## src/hdl/urx_pkg.sv

```systemverilog
// Notes on behaviour
// RULE_01: pending flag set while enabled and FIFO nonempty
// RULE_02: pending flag is read only
// RULE_03: pending ignores irq enables; irq needs all three
// RULE_04: framing error bit stored per character
// RULE_05: status shows oldest character; data read advances
// RULE_06: framing error never stops reception
// RULE_07: port disable clears framing; rx disable keeps it
// RULE_08: framing error alone raises no interrupt
// RULE_09: third full character with FIFO full sets overrun
// RULE_10: during overrun old data readable, nothing accepted
// RULE_11: overrun clears only by rx or port disable
// RULE_12: nine bit mode shifts nine bits, ninth shown
// RULE_13: software reads ninth bit before data
// RULE_14: software reads framing status before data
// RULE_15: address mode keeps only ninth-bit-set characters
// RULE_16: software toggles address mode around messages
// RULE_17: software enables reception last in setup
// RULE_18: transfer into buffer sets pending, may interrupt
// RULE_19: address mode characters read with ninth bit one
// RULE_20: software clears address mode once addressed
// RULE_21: all-error FIFO keeps framing status set on reads
// RULE_22: data read pops entry with its status bits
package urx_pkg;
  // ****************************************
  // register map (byte addresses)
  // ****************************************
  localparam logic [3:0] URX_ADDR_CTRL    = 4'h0; // control and status
  localparam logic [3:0] URX_ADDR_DATA    = 4'h4; // received data, read pops
  localparam logic [3:0] URX_ADDR_IRQ     = 4'h8; // interrupt enables and flag
  localparam logic [3:0] URX_ADDR_BAUD    = 4'hC; // baud divisor
  // ctrl register bit positions
  localparam int URX_B_PORT_EN   = 7; // serial port enable
  localparam int URX_B_NINE_SEL  = 6; // nine bit select
  localparam int URX_B_RX_EN     = 4; // continuous rx enable
  localparam int URX_B_ADDR_DET  = 3; // address detect enable
  localparam int URX_B_FRM_ERR   = 2; // frame error status, ro
  localparam int URX_B_OVERRUN   = 1; // overrun flag, ro
  localparam int URX_B_NINTH     = 0; // ninth bit, ro
  // irq register bit positions
  localparam int URX_B_GLOBAL_IE = 7; // global irq enable
  localparam int URX_B_PERIPH_IE = 6; // peripheral irq enable
  localparam int URX_B_RX_IE     = 5; // rx irq enable
  localparam int URX_B_PEND      = 4; // pending flag, ro
  // reset values
  localparam logic [7:0]  URX_CTRL_RST = 8'h00;
  localparam logic [2:0]  URX_IRQ_RST  = 3'h0;
  localparam logic [15:0] URX_BAUD_RST = 16'h0043; // about 115200 baud at 16x
  // timing
  localparam int URX_OVS       = 16; // sample ticks per bit
  localparam int URX_MID       = 7;  // tick index at mid-bit
  localparam int URX_FIFO_DEPTH = 2; // characters held
  localparam int URX_W          = 10; // data, ninth bit, frame error
endpackage

```

## src/hdl/urx_baud.sv

```systemverilog
`timescale 1ns/1ns
// ****************************************
// oversampling tick divider
// ****************************************
module urx_baud
  import urx_pkg::*;
(
  input  wire logic        clk,
  input  wire logic        rst_n,
  input  wire logic        run,     // counts only while port enabled
  input  wire logic [15:0] divisor, // ticks every divisor+1 cycles
  output logic             tick
);
  logic [15:0] cnt_q; // down counter

  // reload on zero, pulse one cycle
  always_ff @(posedge clk or negedge rst_n)
  begin
    if (!rst_n)
    begin
      cnt_q <= 16'h0000;
      tick  <= 1'b0;
    end
    else if (!run)
    begin
      cnt_q <= divisor;
      tick  <= 1'b0;
    end
    else if (cnt_q == 16'h0000)
    begin
      cnt_q <= divisor;
      tick  <= 1'b1;
    end
    else
    begin
      cnt_q <= cnt_q - 16'h0001;
      tick  <= 1'b0;
    end
  end
endmodule

```

## src/hdl/urx_fifo.sv

```systemverilog
`timescale 1ns/1ns
// ****************************************
// two entry character fifo
// ****************************************
module urx_fifo
  import urx_pkg::*;
(
  input  wire logic                clk,
  input  wire logic                rst_n,
  input  wire logic                flush,  // port disable empties it
  input  wire logic                push,
  input  wire logic [URX_W-1:0]    wdata,
  input  wire logic                pop,
  output logic [URX_W-1:0]         rdata,  // oldest entry
  output logic                     empty,
  output logic                     full
);
  logic [URX_W-1:0] mem_q [URX_FIFO_DEPTH]; // entries
  logic             rp_q;                    // read pointer
  logic             wp_q;                    // write pointer
  logic [1:0]       cnt_q;                   // occupancy
  logic             do_push;
  logic             do_pop;

  assign empty   = (cnt_q == 2'd0);
  assign full    = (cnt_q == 2'd2);
  assign do_pop  = pop && !empty;
  assign do_push = push && (!full || do_pop);
  assign rdata   = mem_q[rp_q]; // status rides with oldest entry

  // pointers and count
  always_ff @(posedge clk or negedge rst_n)
  begin
    if (!rst_n)
    begin
      rp_q  <= 1'b0;
      wp_q  <= 1'b0;
      cnt_q <= 2'd0;
    end
    else if (flush)
    begin
      rp_q  <= 1'b0;
      wp_q  <= 1'b0;
      cnt_q <= 2'd0;
    end
    else
    begin
      if (do_pop)
        rp_q <= ~rp_q; // RULE_22
      if (do_push)
        wp_q <= ~wp_q;
      cnt_q <= cnt_q + {1'b0, do_push} - {1'b0, do_pop};
    end
  end

  // storage cleared on flush so stale frame status reads zero
  always_ff @(posedge clk or negedge rst_n)
  begin
    if (!rst_n)
    begin
      mem_q[0] <= '0;
      mem_q[1] <= '0;
    end
    else if (flush)
    begin
      mem_q[0] <= '0; // RULE_07
      mem_q[1] <= '0;
    end
    else if (do_push)
      mem_q[wp_q] <= wdata; // RULE_04
  end
endmodule

```

## src/hdl/urx_top.sv

```systemverilog
`timescale 1ns/1ns
// ****************************************
// async receiver with avalon slave
// ****************************************
module urx_top
  import urx_pkg::*;
(
  input  wire logic        CORE_CLK,
  input  wire logic        RESETN,
  input  wire logic        SERIAL_RX_PIN,   // line from remote transmitter
  input  wire logic [3:0]  AVS_ADDRESS,     // byte address
  input  wire logic        AVS_READ,
  input  wire logic        AVS_WRITE,
  input  wire logic [31:0] AVS_WRITEDATA,
  input  wire logic [3:0]  AVS_BYTEENABLE,
  output logic [31:0]      AVS_READDATA,
  output logic             AVS_WAITREQUEST,
  output logic             IRQ              // registered request
);
  import urx_pkg::*;

  // ****************************************
  // state types
  // ****************************************
  typedef enum logic [1:0]
  {
    URX_IDLE  = 2'b00,
    URX_START = 2'b01,
    URX_DATA  = 2'b11,
    URX_STOP  = 2'b10
  } urx_state_e;

  // ****************************************
  // registers
  // ****************************************
  logic        serial_port_enable_q;   // serial port enable
  logic        nine_bit_rx_select_q;   // nine bit select
  logic        continuous_rx_enable_q; // continuous rx enable
  logic        addr_detect_enable_q;   // address detect enable
  logic        overrun_flag_q;         // overrun flag
  logic        global_irq_enable_q;    // global irq enable
  logic        periph_irq_enable_q;    // peripheral irq enable
  logic        rx_irq_enable_q;        // rx irq enable
  logic [15:0] baud_q;                 // divisor
  logic        ack_q;                  // bus answer cycle
  logic        irq_q;                  // registered irq

  // ****************************************
  // synchroniser and shifter state
  // ****************************************
  logic [2:0]  sync_q;      // three stage input chain
  logic        rx_lvl_q;    // accepted line level
  urx_state_e  st_q;        // receive state
  logic [3:0]  tck_q;       // ticks within a bit
  logic [3:0]  bit_q;       // data bits taken
  logic [8:0]  shift_q;     // receive shift register
  logic        done_q;      // character complete pulse
  logic        frame_error_status_new_q;  // stop bit missing on this character

  // ****************************************
  // wires
  // ****************************************
  logic             tick;
  logic [URX_W-1:0] fifo_rd;
  logic             fifo_empty;
  logic             fifo_full;
  logic             push;
  logic             pop;
  logic             accept;
  logic             pending;
  logic             bus_rd;
  logic             bus_wr;
  logic             flush;
  logic [3:0]       nbits;
  logic [7:0]       ctrl_rd;
  logic [7:0]       irq_rd;

  assign bus_rd  = AVS_READ && !ack_q;
  assign bus_wr  = AVS_WRITE && !ack_q;
  assign flush   = !serial_port_enable_q;
  assign nbits   = nine_bit_rx_select_q ? 4'd9 : 4'd8;

  // ****************************************
  // baud tick and fifo
  // ****************************************
  urx_baud u_baud
  (
    .clk     (CORE_CLK),
    .rst_n   (RESETN),
    .run     (serial_port_enable_q),
    .divisor (baud_q),
    .tick    (tick)
  );

  urx_fifo u_fifo
  (
    .clk   (CORE_CLK),
    .rst_n (RESETN),
    .flush (flush),
    .push  (push),
    .wdata ({frame_error_status_new_q, shift_q}),
    .pop   (pop),
    .rdata (fifo_rd),
    .empty (fifo_empty),
    .full  (fifo_full)
  );

  // ****************************************
  // line input filter
  // ****************************************
  // three flops, level moves once stages two and three agree
  always_ff @(posedge CORE_CLK or negedge RESETN)
  begin
    if (!RESETN)
    begin
      sync_q   <= 3'b111;
      rx_lvl_q <= 1'b1;
    end
    else
    begin
      sync_q <= {sync_q[1:0], SERIAL_RX_PIN};
      if (sync_q[1] == sync_q[2])
        rx_lvl_q <= sync_q[2];
    end
  end

  // ****************************************
  // receive state machine
  // ****************************************
  // runs on through framing errors; stops only on enables
  always_ff @(posedge CORE_CLK or negedge RESETN)
  begin
    if (!RESETN)
    begin
      st_q       <= URX_IDLE;
      tck_q      <= 4'h0;
      bit_q      <= 4'h0;
      shift_q    <= 9'h000;
      done_q     <= 1'b0;
      frame_error_status_new_q <= 1'b0;
    end
    else if (!serial_port_enable_q || !continuous_rx_enable_q)
    begin
      st_q   <= URX_IDLE; // receiver held in reset
      done_q <= 1'b0;
    end
    else
    begin
      done_q <= 1'b0;
      if (tick)
      begin
        case (st_q)
          URX_IDLE:
          begin
            tck_q <= 4'h0;
            if (!rx_lvl_q)
              st_q <= URX_START;
          end
          URX_START:
          begin
            // mid start bit recheck rejects glitches
            if (tck_q == 4'(URX_MID))
            begin
              tck_q <= 4'h0;
              bit_q <= 4'h0;
              st_q  <= rx_lvl_q ? URX_IDLE : URX_DATA;
            end
            else
              tck_q <= tck_q + 4'h1;
          end
          URX_DATA:
          begin
            if (tck_q == 4'(URX_OVS - 1))
            begin
              tck_q <= 4'h0;
              // lsb first; ninth bit lands in bit 8
              if (nine_bit_rx_select_q)
                shift_q <= {rx_lvl_q, shift_q[8:1]}; // RULE_12
              else
                shift_q <= {1'b0, rx_lvl_q, shift_q[7:1]};
              bit_q <= bit_q + 4'h1;
              if (bit_q == nbits - 4'd1)
                st_q <= URX_STOP;
            end
            else
              tck_q <= tck_q + 4'h1;
          end
          URX_STOP:
          begin
            if (tck_q == 4'(URX_OVS - 1))
            begin
              tck_q      <= 4'h0;
              frame_error_status_new_q <= !rx_lvl_q; // RULE_04
              done_q     <= 1'b1;
              st_q       <= URX_IDLE; // RULE_06
            end
            else
              tck_q <= tck_q + 4'h1;
          end
          default:
            st_q <= URX_IDLE;
        endcase
      end
    end
  end

  // ****************************************
  // fifo admission
  // ****************************************
  // address filter, then overrun blocks everything; a same-cycle pop frees a slot
  assign accept = !addr_detect_enable_q || !nine_bit_rx_select_q || shift_q[8]; // RULE_15 RULE_19
  assign push   = done_q && accept && !overrun_flag_q && (!fifo_full || pop); // RULE_10
  assign pop    = bus_rd && (AVS_ADDRESS == URX_ADDR_DATA) && !fifo_empty; // RULE_05 RULE_22

  // ****************************************
  // overrun flag
  // ****************************************
  // a read in the same cycle frees a slot, so no overrun then
  always_ff @(posedge CORE_CLK or negedge RESETN)
  begin
    if (!RESETN)
      overrun_flag_q <= 1'b0;
    else if (!serial_port_enable_q || !continuous_rx_enable_q)
      overrun_flag_q <= 1'b0; // RULE_11
    else if (done_q && accept && fifo_full && !pop)
      overrun_flag_q <= 1'b1; // RULE_09
  end

  // ****************************************
  // pending flag and interrupt
  // ****************************************
  // pending follows occupancy while port and receiver are enabled, no software path
  assign pending = serial_port_enable_q && continuous_rx_enable_q
                   && !fifo_empty; // RULE_01 RULE_02 RULE_03 RULE_18

  // framing error has no term here
  always_ff @(posedge CORE_CLK or negedge RESETN)
  begin
    if (!RESETN)
      irq_q <= 1'b0;
    else
      irq_q <= pending && rx_irq_enable_q && periph_irq_enable_q
               && global_irq_enable_q; // RULE_03 RULE_08 RULE_18
  end
  assign IRQ = irq_q;

  // ****************************************
  // register writes
  // ****************************************
  // read-only status bits are dropped from write data
  always_ff @(posedge CORE_CLK or negedge RESETN)
  begin
    if (!RESETN)
    begin
      serial_port_enable_q   <= URX_CTRL_RST[URX_B_PORT_EN];
      nine_bit_rx_select_q   <= URX_CTRL_RST[URX_B_NINE_SEL];
      continuous_rx_enable_q <= URX_CTRL_RST[URX_B_RX_EN];
      addr_detect_enable_q   <= URX_CTRL_RST[URX_B_ADDR_DET];
      global_irq_enable_q    <= URX_IRQ_RST[2];
      periph_irq_enable_q    <= URX_IRQ_RST[1];
      rx_irq_enable_q        <= URX_IRQ_RST[0];
      baud_q                 <= URX_BAUD_RST;
    end
    else if (bus_wr)
    begin
      if (AVS_ADDRESS == URX_ADDR_CTRL && AVS_BYTEENABLE[0])
      begin
        serial_port_enable_q   <= AVS_WRITEDATA[URX_B_PORT_EN];
        nine_bit_rx_select_q   <= AVS_WRITEDATA[URX_B_NINE_SEL];
        continuous_rx_enable_q <= AVS_WRITEDATA[URX_B_RX_EN];
        addr_detect_enable_q   <= AVS_WRITEDATA[URX_B_ADDR_DET];
      end
      else if (AVS_ADDRESS == URX_ADDR_IRQ && AVS_BYTEENABLE[0])
      begin
        global_irq_enable_q <= AVS_WRITEDATA[URX_B_GLOBAL_IE];
        periph_irq_enable_q <= AVS_WRITEDATA[URX_B_PERIPH_IE];
        rx_irq_enable_q     <= AVS_WRITEDATA[URX_B_RX_IE];
      end
      else if (AVS_ADDRESS == URX_ADDR_BAUD)
      begin
        if (AVS_BYTEENABLE[0])
          baud_q[7:0] <= AVS_WRITEDATA[7:0];
        if (AVS_BYTEENABLE[1])
          baud_q[15:8] <= AVS_WRITEDATA[15:8];
      end
    end
  end

  // ****************************************
  // register reads
  // ****************************************
  // frame error and ninth bit from the oldest entry, zero when empty; overrun from its flag
  always_comb
  begin
    ctrl_rd = 8'h00;
    ctrl_rd[URX_B_PORT_EN]  = serial_port_enable_q;
    ctrl_rd[URX_B_NINE_SEL] = nine_bit_rx_select_q;
    ctrl_rd[URX_B_RX_EN]    = continuous_rx_enable_q;
    ctrl_rd[URX_B_ADDR_DET] = addr_detect_enable_q;
    ctrl_rd[URX_B_FRM_ERR]  = !fifo_empty && fifo_rd[9]; // RULE_05 RULE_21
    ctrl_rd[URX_B_OVERRUN]  = overrun_flag_q;
    ctrl_rd[URX_B_NINTH]    = !fifo_empty && fifo_rd[8]; // RULE_12
    irq_rd = 8'h00;
    irq_rd[URX_B_GLOBAL_IE] = global_irq_enable_q;
    irq_rd[URX_B_PERIPH_IE] = periph_irq_enable_q;
    irq_rd[URX_B_RX_IE]     = rx_irq_enable_q;
    irq_rd[URX_B_PEND]      = pending;
  end

  // one wait cycle, answer registered; unmapped reads zero
  always_ff @(posedge CORE_CLK or negedge RESETN)
  begin
    if (!RESETN)
    begin
      ack_q        <= 1'b0;
      AVS_READDATA <= 32'h0000_0000;
    end
    else
    begin
      ack_q <= (AVS_READ || AVS_WRITE) && !ack_q;
      if (bus_rd)
      begin
        if (AVS_ADDRESS == URX_ADDR_CTRL)
          AVS_READDATA <= {24'h000000, ctrl_rd};
        else if (AVS_ADDRESS == URX_ADDR_DATA)
          AVS_READDATA <= {24'h000000, fifo_empty ? 8'h00 : fifo_rd[7:0]};
        else if (AVS_ADDRESS == URX_ADDR_IRQ)
          AVS_READDATA <= {24'h000000, irq_rd};
        else if (AVS_ADDRESS == URX_ADDR_BAUD)
          AVS_READDATA <= {16'h0000, baud_q};
        else
          AVS_READDATA <= 32'h0000_0000;
      end
    end
  end

  // waitrequest high except in the answer cycle
  always_ff @(posedge CORE_CLK or negedge RESETN)
  begin
    if (!RESETN)
      AVS_WAITREQUEST <= 1'b1;
    else
      AVS_WAITREQUEST <= !((AVS_READ || AVS_WRITE) && !ack_q);
  end
endmodule

```

## config.mk

```make
export PLATFORM = sky130hd
export DESIGN_NAME = urx_top
export DESIGN_NICKNAME = d
export VERILOG_FILES = /design/src/hdl/urx_pkg.sv /design/src/hdl/urx_baud.sv /design/src/hdl/urx_fifo.sv /design/src/hdl/urx_top.sv
export SDC_FILE = /design/constraint.sdc
export NUM_CORES = 1
export LEC_CHECK = 0
export ABC_AREA = 1
export BUFFER_PORTS_ARGS = -buffer_cell sky130_fd_sc_hd__clkbuf_2
export CORE_MARGIN = 2
export CORE_UTILIZATION = 25
export CTS_CLUSTER_DIAMETER = 40
export DETAILED_ROUTE_END_ITERATION = 16
export PLACE_DENSITY = 0.4
export SLEW_MARGIN = 20
export SYNTH_ARGS = -nofsm -noshare
export SYNTH_HDL_FRONTEND = slang
export SYNTH_SLANG_ARGS = --single-unit
```

## constraint.sdc

```tcl
create_clock -name CORE_CLK -period 1.6 [get_ports CORE_CLK]
set_input_delay 0.4 -clock CORE_CLK [delete_from_list [all_inputs] [get_ports CORE_CLK]]
set_output_delay 0.4 -clock CORE_CLK [all_outputs]
set_load 0.01 [all_outputs]
```

Word level (Yosys, flattened, before mapping). Index checks and enable logic that the tools add are counted.

Bits in registers: 125. Word-level logic and storage cells: 166.

Add/subtract/negate cells: 6. Magnitude comparators: 3. Equal/unequal tests: 20. Multiplexer cells: 45. Bitwise gates (word level): 7. Reduce and logical (&&, ||, !) cells: 56.

Operators with widths (number): $mux W16 (6); $mux W10 (4); $mux W20 (2); $logic_and A1 B1 Y1 (22); $bwmux W20 (1); $mux W2 (9); $logic_not A16 Y1 (1); $mux W4 (4); $sub A16 B1 Y16 const B (1); $ne A3 B3 Y1 const B (5); $reduce_and A5 Y1 (3); $mux W1 (13); $eq A4 B4 Y1 const B (3); $pmux W4 S3 (1); $logic_not A1 Y1 (11); $demux W10 S1 (1); $mux W9 (1); $add A4 B1 Y4 const B (2); $eq A4 B3 Y1 const B (2); $mux W8 (1); $pmux W2 S4 (1); $pmux W4 S2 (1); $reduce_and A4 Y1 (2); $eq A2 B2 Y1 const B (3); other kinds (20) (37).

Depth between registers and ports, before layout. Gate-level depths: netlist of run 1.

Word-level depth: 10. Depth in mapped cells: 10. Gate-level depth less buffers: 9.

Hierarchy. A second synthesis of run 1 with hierarchy kept.

Cells, all modules: 732. Area, all modules: 5751.8 um^2.

By module, submodules not included: urx_top (times used 1, cells each 393, area each 3331.9 um^2, sequential area each 1711.6 um^2); urx_fifo (times used 1, cells each 155, area each 1213.7 um^2, sequential area each 600.6 um^2); urx_baud (times used 1, cells each 184, area each 1206.2 um^2, sequential area each 425.4 um^2).

Worst setup path after synthesis of run 1. OpenSTA, ideal clock, no wires.

Path kind: register to register. Start point: reg u_fifo.cnt_q[0]. End point: reg u_fifo.cnt_q[1]. Library setup time: 0.121 ns. Arrival: 1.484 ns. Path slack: -0.005 ns. Cell stages (with the launch flop): 8. Period minus slack after synthesis: 1.605 ns. Cell sequence: dfrtp_1 nor2_1 nor2_1 ha_1 inv_1 ha_1 xor2_1 nor2_1.

Word-level cells in the longest chain between the ends: 9. Elaborated cells between the ends (all ways): 13. Those cells by class: add/sub (2); eq/ne (1); mux (1); reduce/logical (9).

RTL lines: start: declaration (line urx_fifo.sv:21) `logic [1:0] cnt_q;`; start signal: assignment (line urx_fifo.sv:52) `cnt_q <= cnt_q + {1'b0, do_push} - {1'b0, do_pop};`; $logic_not A2 Y1 (line urx_fifo.sv:25) `assign empty = (cnt_q == 2'd0);`; $logic_not A1 Y1 (line urx_fifo.sv:27, urx_top.sv:213); $logic_and A1 B1 Y1 (line urx_top.sv:213) `assign pop = bus_rd && (AVS_ADDRESS == URX_ADDR_DATA) && !fifo_empty;`; $logic_or A1 B1 Y1 / $logic_and A1 B1 Y1 (equally long branches) (line urx_top.sv:212, urx_fifo.sv:27); $logic_and A1 B1 Y1 / $logic_or A1 B1 Y1 (equally long branches) (line urx_top.sv:212, urx_fifo.sv:28); $logic_and A1 B1 Y1 (line urx_fifo.sv:28) `assign do_push = push && (!full || do_pop);`; $add A2 B1 Y2 (line urx_fifo.sv:52); $sub A2 B1 Y2 (*) (line urx_fifo.sv:52); $mux W2 (*) (line urx_fifo.sv:40) `else if (flush)`.

Mark *: on every way between the ends. The rest lies on a longest branch, timed or not. A chain may end at the register's enable or synchronous reset.

Final worst setup path of run 1.
Start point: reg ack_q. End point: reg u_fifo.cnt_q[1].

Word-level cells in the longest chain between the ends: 10. Elaborated cells between the ends (all ways): 12. Those cells by class: add/sub (2); mux (1); reduce/logical (9).

RTL lines: start: declaration (line urx_top.sv:45) `logic ack_q;`; start signal: assignment (line urx_top.sv:320) `ack_q <= (AVS_READ || AVS_WRITE) && !ack_q;`; $logic_not A1 Y1 (*) (line urx_top.sv:78) `assign bus_rd = AVS_READ && !ack_q;`; $logic_and A1 B1 Y1 (*) (line urx_top.sv:78); $logic_and A1 B1 Y1 (*) (2 in a row) (line urx_top.sv:213); $logic_or A1 B1 Y1 / $logic_and A1 B1 Y1 (equally long branches) (line urx_top.sv:212, urx_fifo.sv:27); $logic_and A1 B1 Y1 / $logic_or A1 B1 Y1 (equally long branches) (line urx_top.sv:212, urx_fifo.sv:28); $logic_and A1 B1 Y1 (line urx_fifo.sv:28); $add A2 B1 Y2 (line urx_fifo.sv:52); $sub A2 B1 Y2 (*) (line urx_fifo.sv:52); $mux W2 (*) (line urx_fifo.sv:40).

Marked as above.

==> results of run 1 <==
area by class of cell:
class	instances	area, µm²	area share, %
Multi-Input combinational cell	474	2340	35.5
Timing Repair Buffer	89	646	9.77
Inverter	63	239	3.62
Sequential cell	109	2740	41.4
Tap cell	275	344	5.21
Clock inverter	3	46.3	0.701
Clock buffer	13	250	3.79
state kept, by name, summed over array words and instances, names as in the netlist, 2 cells and up:
name          flops
u_fifo.mem_q     20
AVS_READDATA     16
baud_q           16
u_baud.cnt_q     16
shift_q           9
bit_q             4
tck_q             4
sync_q            3
st_q              2
u_fifo.cnt_q      2
stage by stage:
step           worst slack (ns)  instances  utilization [%]
2_1_floorplan            0.0483        675                -
3_3_place_gp             -0.158       1003             29.1
3_5_place_dp             -0.171       1003             29.1
4_1_cts                 -0.0421       1024             30.8
5_1_grt                  -0.108       1026             31.3
6_report                 0.0185       1026             31.3
what timing repair did:
item                                   CTS  global route
resized for setup                        3            26
gates cloned                             0             2
setup buffers                            4             1
pin swaps                                3             8
setup endpoints to repair               28            41
hold buffers                             1             0
endpoints found under the hold margin   18             0
synth_stat cells (2+ instances only):
library cell	number
nand2_1	228
dfrtp_1	101
inv_1	60
nor2_1	60
o21ai_0	45
nand3_1	34
buf_4	19
a21oi_1	18
xnor2_1	9
dfstp_2	8
nand2_2	8
xor2_1	7
ha_1	6
nand4_1	6
nor2_4	6
buf_2	4
clkbuf_1	4
o31ai_1	4
inv_2	3
nor2_2	3
o21ai_1	3
a21boi_0	2
buf_6	2
mux2_2	2
mux2_4	2
mux2i_1	2
nor3_1	2
cell families after synthesis:
logic type / Yosys count / share of synthesized area [%]
XOR/XNOR: 16 / 2.60
multiplexers: 6 / 1.35
adder cells (fa/ha/maj): 7 / 1.58
AND/OR/NAND/NOR: 354 / 28.1
flip-flops: 109 / 50.8
AO/OA/AOI/OAI: 75 / 7.38
buffers and inverters: 92 / 8.10
other: 1 / 0.0696
per-layer routing:
metal / track usage [%] / vias up
met5: 0 / -
met3: 3.55 / 9
met2: 22.4 / 63
met1: 16.6 / 2090
li1: - / 2212
met4: 2.43 / 0
worst max-delay path by stage:
stage,start,endpoint,slack (ns),depth (start not counted)
detailed placement,AVS_ADDRESS[1],u_fifo.cnt_q[1],-0.17,9
global placement,AVS_ADDRESS[1],u_fifo.cnt_q[1],-0.16,9
global route,ack_q,u_fifo.cnt_q[1],-0.11,8
floorplan,AVS_ADDRESS[1],u_fifo.cnt_q[1],0.05,8
finish,ack_q,u_fifo.cnt_q[1],0.02,8
CTS,ack_q,u_fifo.cnt_q[1],-0.04,8
worst max-delay path: cells and delay by family, from the launching register on:
family        cells  cell delay (ns)
flops             1             0.42
xor+xnor          1             0.13
simple gates      4             0.47
fa+ha+maj         2             0.39
buf+inv           1             0.05
placed cells by master (no fill, tap or decap), types with 3 or more instances in the layout:
cell type	n
xor2_1	7
nand4_1	6
clkbuf_16	10
clkbuf_2	43
nand3_1	33
nand2_2	6
o21ai_1	4
clkbuf_1	3
nor2_1	56
nor2_2	7
inv_1	56
dfrtp_1	101
buf_4	37
inv_2	6
xnor2_1	9
dfstp_2	8
nand2_4	6
o31ai_1	4
conb_1	16
a21oi_1	18
nor2_4	6
buf_12	4
o21ai_0	43
nand2_1	225
ha_1	4
power groups by stage:
stage,Clock [mW],Combinational (mW),Sequential (mW)
after floorplan,0,1.19,3.37
final,2.32,1.80,3.42
after global routing,2.51,2.07,3.46
after detailed placement,0,1.72,3.46
after CTS,2.40,1.75,3.41
after global placement,0,1.71,3.46
==> qor.tcl, run 1 <==
set qor(insertion_delay_ns) 0.36
set qor(netSwitchingPower_mw) 2.47
set qor(first_pass_iters) 4
set qor(timing.critical_path.mode_cell) {ha_1}
set qor(met1_length_mm) 6.62
set qor(post-route-min-period_ns) 1.58
set qor(routability_cong) 0.844
set qor(floorplan.core_area_um2) 21100
set qor(grt_pass1_vias) 4426
set qor(final_hold_vio_count) 0
set qor(post_route_standard_cell_area_excluding_fillers_um2) 6610
set qor(end_kind) {flip-flop}
set qor(grt_antenna_before_repair) 0
set qor(rsz0062_at_grt) {true}
set qor(synth_top_cell_by_area) {dfrtp_1}
set qor(ios) 79
set qor(routed_wirelength_mm) 14.3
set qor(max_clock_freq_ghz) 0.632
set qor(yosys.area.top_type_share_pct) 46.9
set qor(mappedNetlistArea_um2) 5390
set qor(p_seq_share_pct) 45.3
set qor(cts_max_level) 3
set qor(tritoncts) {done}
set qor(tns_ns) 0
set qor(ys_seq_elements) 109
set qor(sw_frac_of_total_pct) 32.8
set qor(final_setup_violation_count) 0
set qor(routed-via-count) 4374
set qor(whs_path_depth) 1
set qor(asyncSetResetFlopFracSynth_pct) 100
set qor(cts.reportedPaths.clkPinSlew_ns) 0.07
set qor(dr.max_layer_used) {met4}
set qor(crit_slowest_cell) {dfrtp_1}
set qor(share_comb_of_total_power_pct) 23.9
set qor(synth.yosys.seq_area_share_pct) 50.8
set qor(synth_cell_types) 39
set qor(timing.critical_path.cells) {nor2_4 > nand4_1 > nor2_2 > ha_1 > inv_1 > ha_1 > xor2_1 > nor2_1}
set qor(crit_path_max_fanout) 2
set qor(final.period_utilization_pct) 98.8
set qor(nNetsFinal) 797
set qor(hold_class) {in2reg}
set qor(synth_area_leaders) {dfrtp_1, nand2_1, inv_1}
set qor(status) {finished, final reports clean}
set qor(timing.critical_path.from_type) {flip-flop}
set qor(syn_avg_cell_area_um2) 8.17
set qor(num_rows) 53
set qor(dp.final_hpwl_mm) 10.9
set qor(internal-power_mw) 5.07
set qor(final_max_slew_viol_count) 0
set qor(peakVddDrop_mv) 0.488
set qor(yosys_warning_count) 0
set qor(layout-area-overhead-vs-synth_pct) 22.6
set qor(critical_path.reg2reg.startpoint) {ack_q}
set qor(grt_start_max_net_pins) 37
set qor(fill_count) 2294
set qor(synth_flop_cell) {dfrtp_1}
set qor(remaining_drc_errors) 0
set qor(drt.antenna.violating_nets) 0
set qor(initial_core_util_pct) 25.6
set qor(drt_iter0_drc) 253
set qor(n_antenna_cell) 0
set qor(routedWlPerCell_um) 14.0
set qor(total_leakage_power_nw) 3.37
set qor(cts_root_buffer) {clkbuf_16}
set qor(route.detailed.vias_per_inst) 4.26
set qor(floorplan_die_area_um2) 22800
set qor(clkSinkCount) 109
set qor(setup.worst_path.class) {reg2reg}
set qor(floorplan.die.width_um) 151
set qor(dpl-instance-area_um2) 6140
set qor(post_route_worst_hold_slack_ns) 0.119
set qor(edff_count_synth) 0
set qor(crit_arrival_ns) 1.83
set qor(wire_length_of_the_first_global_routing_pass_mm) 22.9
set qor(power_density_nw_per_um2) 1140
set qor(die_height_um) 151
set qor(critPathRequiredTime_ns) 1.84
set qor(worst_hold_path_startpoint) {SERIAL_RX_PIN}
set qor(met3WireLength_um) 486
set qor(maximum_capacitance_violations) 0
set qor(met2_length_mm) 7.10
set qor(cts_made_buffers) 9
set qor(r2r_end) {u_fifo.cnt_q[1]}
set qor(rrSetupSlack_ns) 0.02
set qor(buffer_ports.inserted) 44
set qor(clock_skew_ns) 0.00621
set qor(p_total_mw) 7.54
set qor(track_usage_pct) 13.0
set qor(final_layout_size_suffix_gt1_share_pct) 20.5
set qor(r2r_depth) 8
set qor(cts.path.max_buffers) 2
set qor(post_synth_inst_count) 660
set qor(overflow) 0
set qor(hold_end) {sync_q[0]}
set qor(power.share.clock_pct) 30.8
set qor(critical-path-max-stage-delay_ns) 0.42
(Power assumes the default switching activity.)
==> run 2, diff against run 1 <==
Settings changed: CORE_UTILIZATION 25 to 30, PLACE_DENSITY 0.4 to 0.46, SETUP_SLACK_MARGIN set to 0.5.
==> run 2 against run 1 <==
  * The flow now finishes with violations (negative hold slack)
  * Hold slack worse by 0.20 ns
  * Non-clock buffer count grew 43
  * Die area shrank 16%
  * Cell count about the same
  * Critical path depth is 2 higher
  * Clock power about the same
  * Via count is 6.5% higher
  * Global-route usage grew 2.1 points
  * Register-to-register slack about the same
  * Clock skew increased by 0.0031 ns
  * Critical path type unchanged
  * Largest power group unchanged
==> qor.tcl, run 2 (synthesis gave the netlist of run 1 again) <==
set qor(first_pass_iters) 4
set qor(crit_path_max_fanout) 5
set qor(clkSinkCount) 109
set qor(track_usage_pct) 15.1
set qor(routed_wirelength_mm) 14.8
set qor(violations) {negative hold slack}
set qor(buffer_ports.inserted) 44
set qor(drt.antenna.violating_nets) 0
set qor(cts_root_buffer) {clkbuf_16}
set qor(grtUsageMet3_pct) 3.71
set qor(commonest_non_fill_non_tap_cell_in_the_layout) {nand2_1}
set qor(max_flop_register) {u_fifo.mem_q}
set qor(wire_length_of_the_first_global_routing_pass_mm) 23.0
set qor(grt-busiest-layer) {met2}
set qor(crit_arrival_ns) 1.84
set qor(placedCellCount) 952
set qor(floorplan.die.width_um) 138
set qor(peakVddDrop_mv) 0.655
set qor(n_antenna_cell) 0
set qor(final_cell_mix) {nand2_1, dfrtp_1, nand2_2}
set qor(setup.worst_path.class) {reg2reg}
set qor(insertion_delay_ns) 0.36
set qor(nNetsFinal) 844
set qor(timing.critical_path.from_type) {flip-flop}
set qor(total_leakage_power_nw) 3.85
set qor(end_kind) {flip-flop}
set qor(multiInputGateArea_um2) 2990
set qor(routedWlPerCell_um) 14.4
set qor(max_clock_freq_ghz) 0.628
set qor(post_route_worst_hold_slack_ns) -0.0818
set qor(final.period_utilization_pct) 99.5
set qor(dp.final_hpwl_mm) 10.1
set qor(fill_count) 1773
set qor(maximum_capacitance_violations) 0
set qor(grt_use_met2_pct) 25.6
set qor(initial_core_util_pct) 30.3
set qor(post-route-util_pct) 43.5
set qor(drt_iter0_drc) 250
set qor(regArea_um2) 2740
set qor(layout-area-overhead-vs-synth_pct) 43.6
set qor(final_setup_violation_count) 0
set qor(floorplan_die_area_um2) 19100
set qor(final_max_slew_viol_count) 0
set qor(final_layout_size_suffix_gt1_share_pct) 41.9
set qor(remaining_drc_errors) 0
set qor(cts_max_level) 3
set qor(tritoncts) {done}
set qor(layoutNonFillerInstCount) 1027
set qor(routed-via-count) 4659
set qor(power_density_nw_per_um2) 1090
set qor(clock_skew_ns) 0.00933
set qor(die_height_um) 138
set qor(grt_antenna_before_repair) 0
set qor(route.detailed.vias_per_inst) 4.54
set qor(use_met1_pct) 19.5
set qor(cts.path.max_buffers) 2
set qor(cts_made_buffers) 9
set qor(ios) 79
set qor(grt_pass1_vias) 4529
set qor(grt_start_max_net_pins) 47
set qor(p_total_mw) 8.42
set qor(critPathRequiredTime_ns) 1.85
set qor(hold_class) {in2async}
set qor(routability_cong) 0.866
set qor(status) {finished with violations}
set qor(rsz0062_at_grt) {true}
set qor(overflow) 0
set qor(num_rows) 49
set qor(floorplan.core_area_um2) 17800
set qor(final_hold_vio_count) 18
set qor(post-route-min-period_ns) 1.59
set qor(cts.reportedPaths.clkPinSlew_ns) 0.08
set qor(largest_reg_flops) 20
==> run 2: changes by cell type in the layout (fill, tap and decap cells not counted), moves of 19 or more <==
cell     previous run  this run
nor2_1             56        33
o21ai_0            43        16
nand2_2             6        59
buf_6               2        28
o21ai_1             4        23
nand2_1           225       158
==> run 2: cell type report <==
type | count | share of cell area, %
clock buffers | 11 | 3.14
clock inverters | 5 | 0.776
inverters | 63 | 3.49
multi-input cells | 477 | 38.7
flip-flops and latches | 109 | 35.4
well taps | 229 | 3.70
repair buffers | 132 | 14.7
repair inverters | 1 | 0.0808
==> run 2: worst max-delay path, stage by stage (launching register included) <==
cell and delay (ns):
dfrtp_1 0.41, nor2_4 0.12, nand4_1 0.16, buf_4 0.19
nand2_4 0.07, nand2_4 0.08, buf_6 0.14, nand2_8 0.11
nand2_8 0.09, nand2_2 0.07, nand2_1 0.05
==> run 2: through the flow <==
stage	instance area, µm²	TNS (ns)	worst slack [ns]
after floorplan	5560	0	0.0710
after global placement	6150	-1.32	-0.103
after detailed placement	6150	-1.97	-0.141
after CTS	7000	-0.0915	-0.0282
after global routing	7740	-0.904	-0.0913
final	7740	0	0.00786
==> run 2: path summary, 6_finish.rpt <==
path / start / to / slack [ns] / cells after the start
worst max-delay path: ack_q / u_fifo.mem_q[0] / 0.008 / 10
worst min register to register: sync_q[0] / sync_q[1] / 0.36 / 0
worst min-delay path: RESETN / u_baud.cnt_q[1] / -0.08 / 1
min in group CORE_CLK: SERIAL_RX_PIN / sync_q[0] / 0.11 / 1
worst max register to register: ack_q / u_fifo.mem_q[0] / 0.008 / 10
max in group asynchronous: RESETN / AVS_WAITREQUEST / 1.07 / 2
==> run 2: power by group <==
group / internal, mW / total, mW / switching (mW)
sequential: 3.10 / 3.47 / 0.364
combinational: 1.14 / 2.64 / 1.50
clock: 1.26 / 2.32 / 1.06
total: 5.50 / 8.42 / 2.92
==> run 2: routing by layer <==
layer / vias to the layer above / part of all wire [%]
met5: - / 0
met4: 0 / 1.3
met3: 15 / 2.8
met2: 56 / 51
li1: 2325 / -
met1: 2263 / 44
==> run 2: timing repair <==
item | in CTS | in global routing
setup buffers | 24 | 27
hold endpoints to repair | 18 | 18
endpoints found under the setup margin | 121 | 123
pin swaps | 26 | 55
gates resized for setup | 91 | 166
cloned | 4 | 4
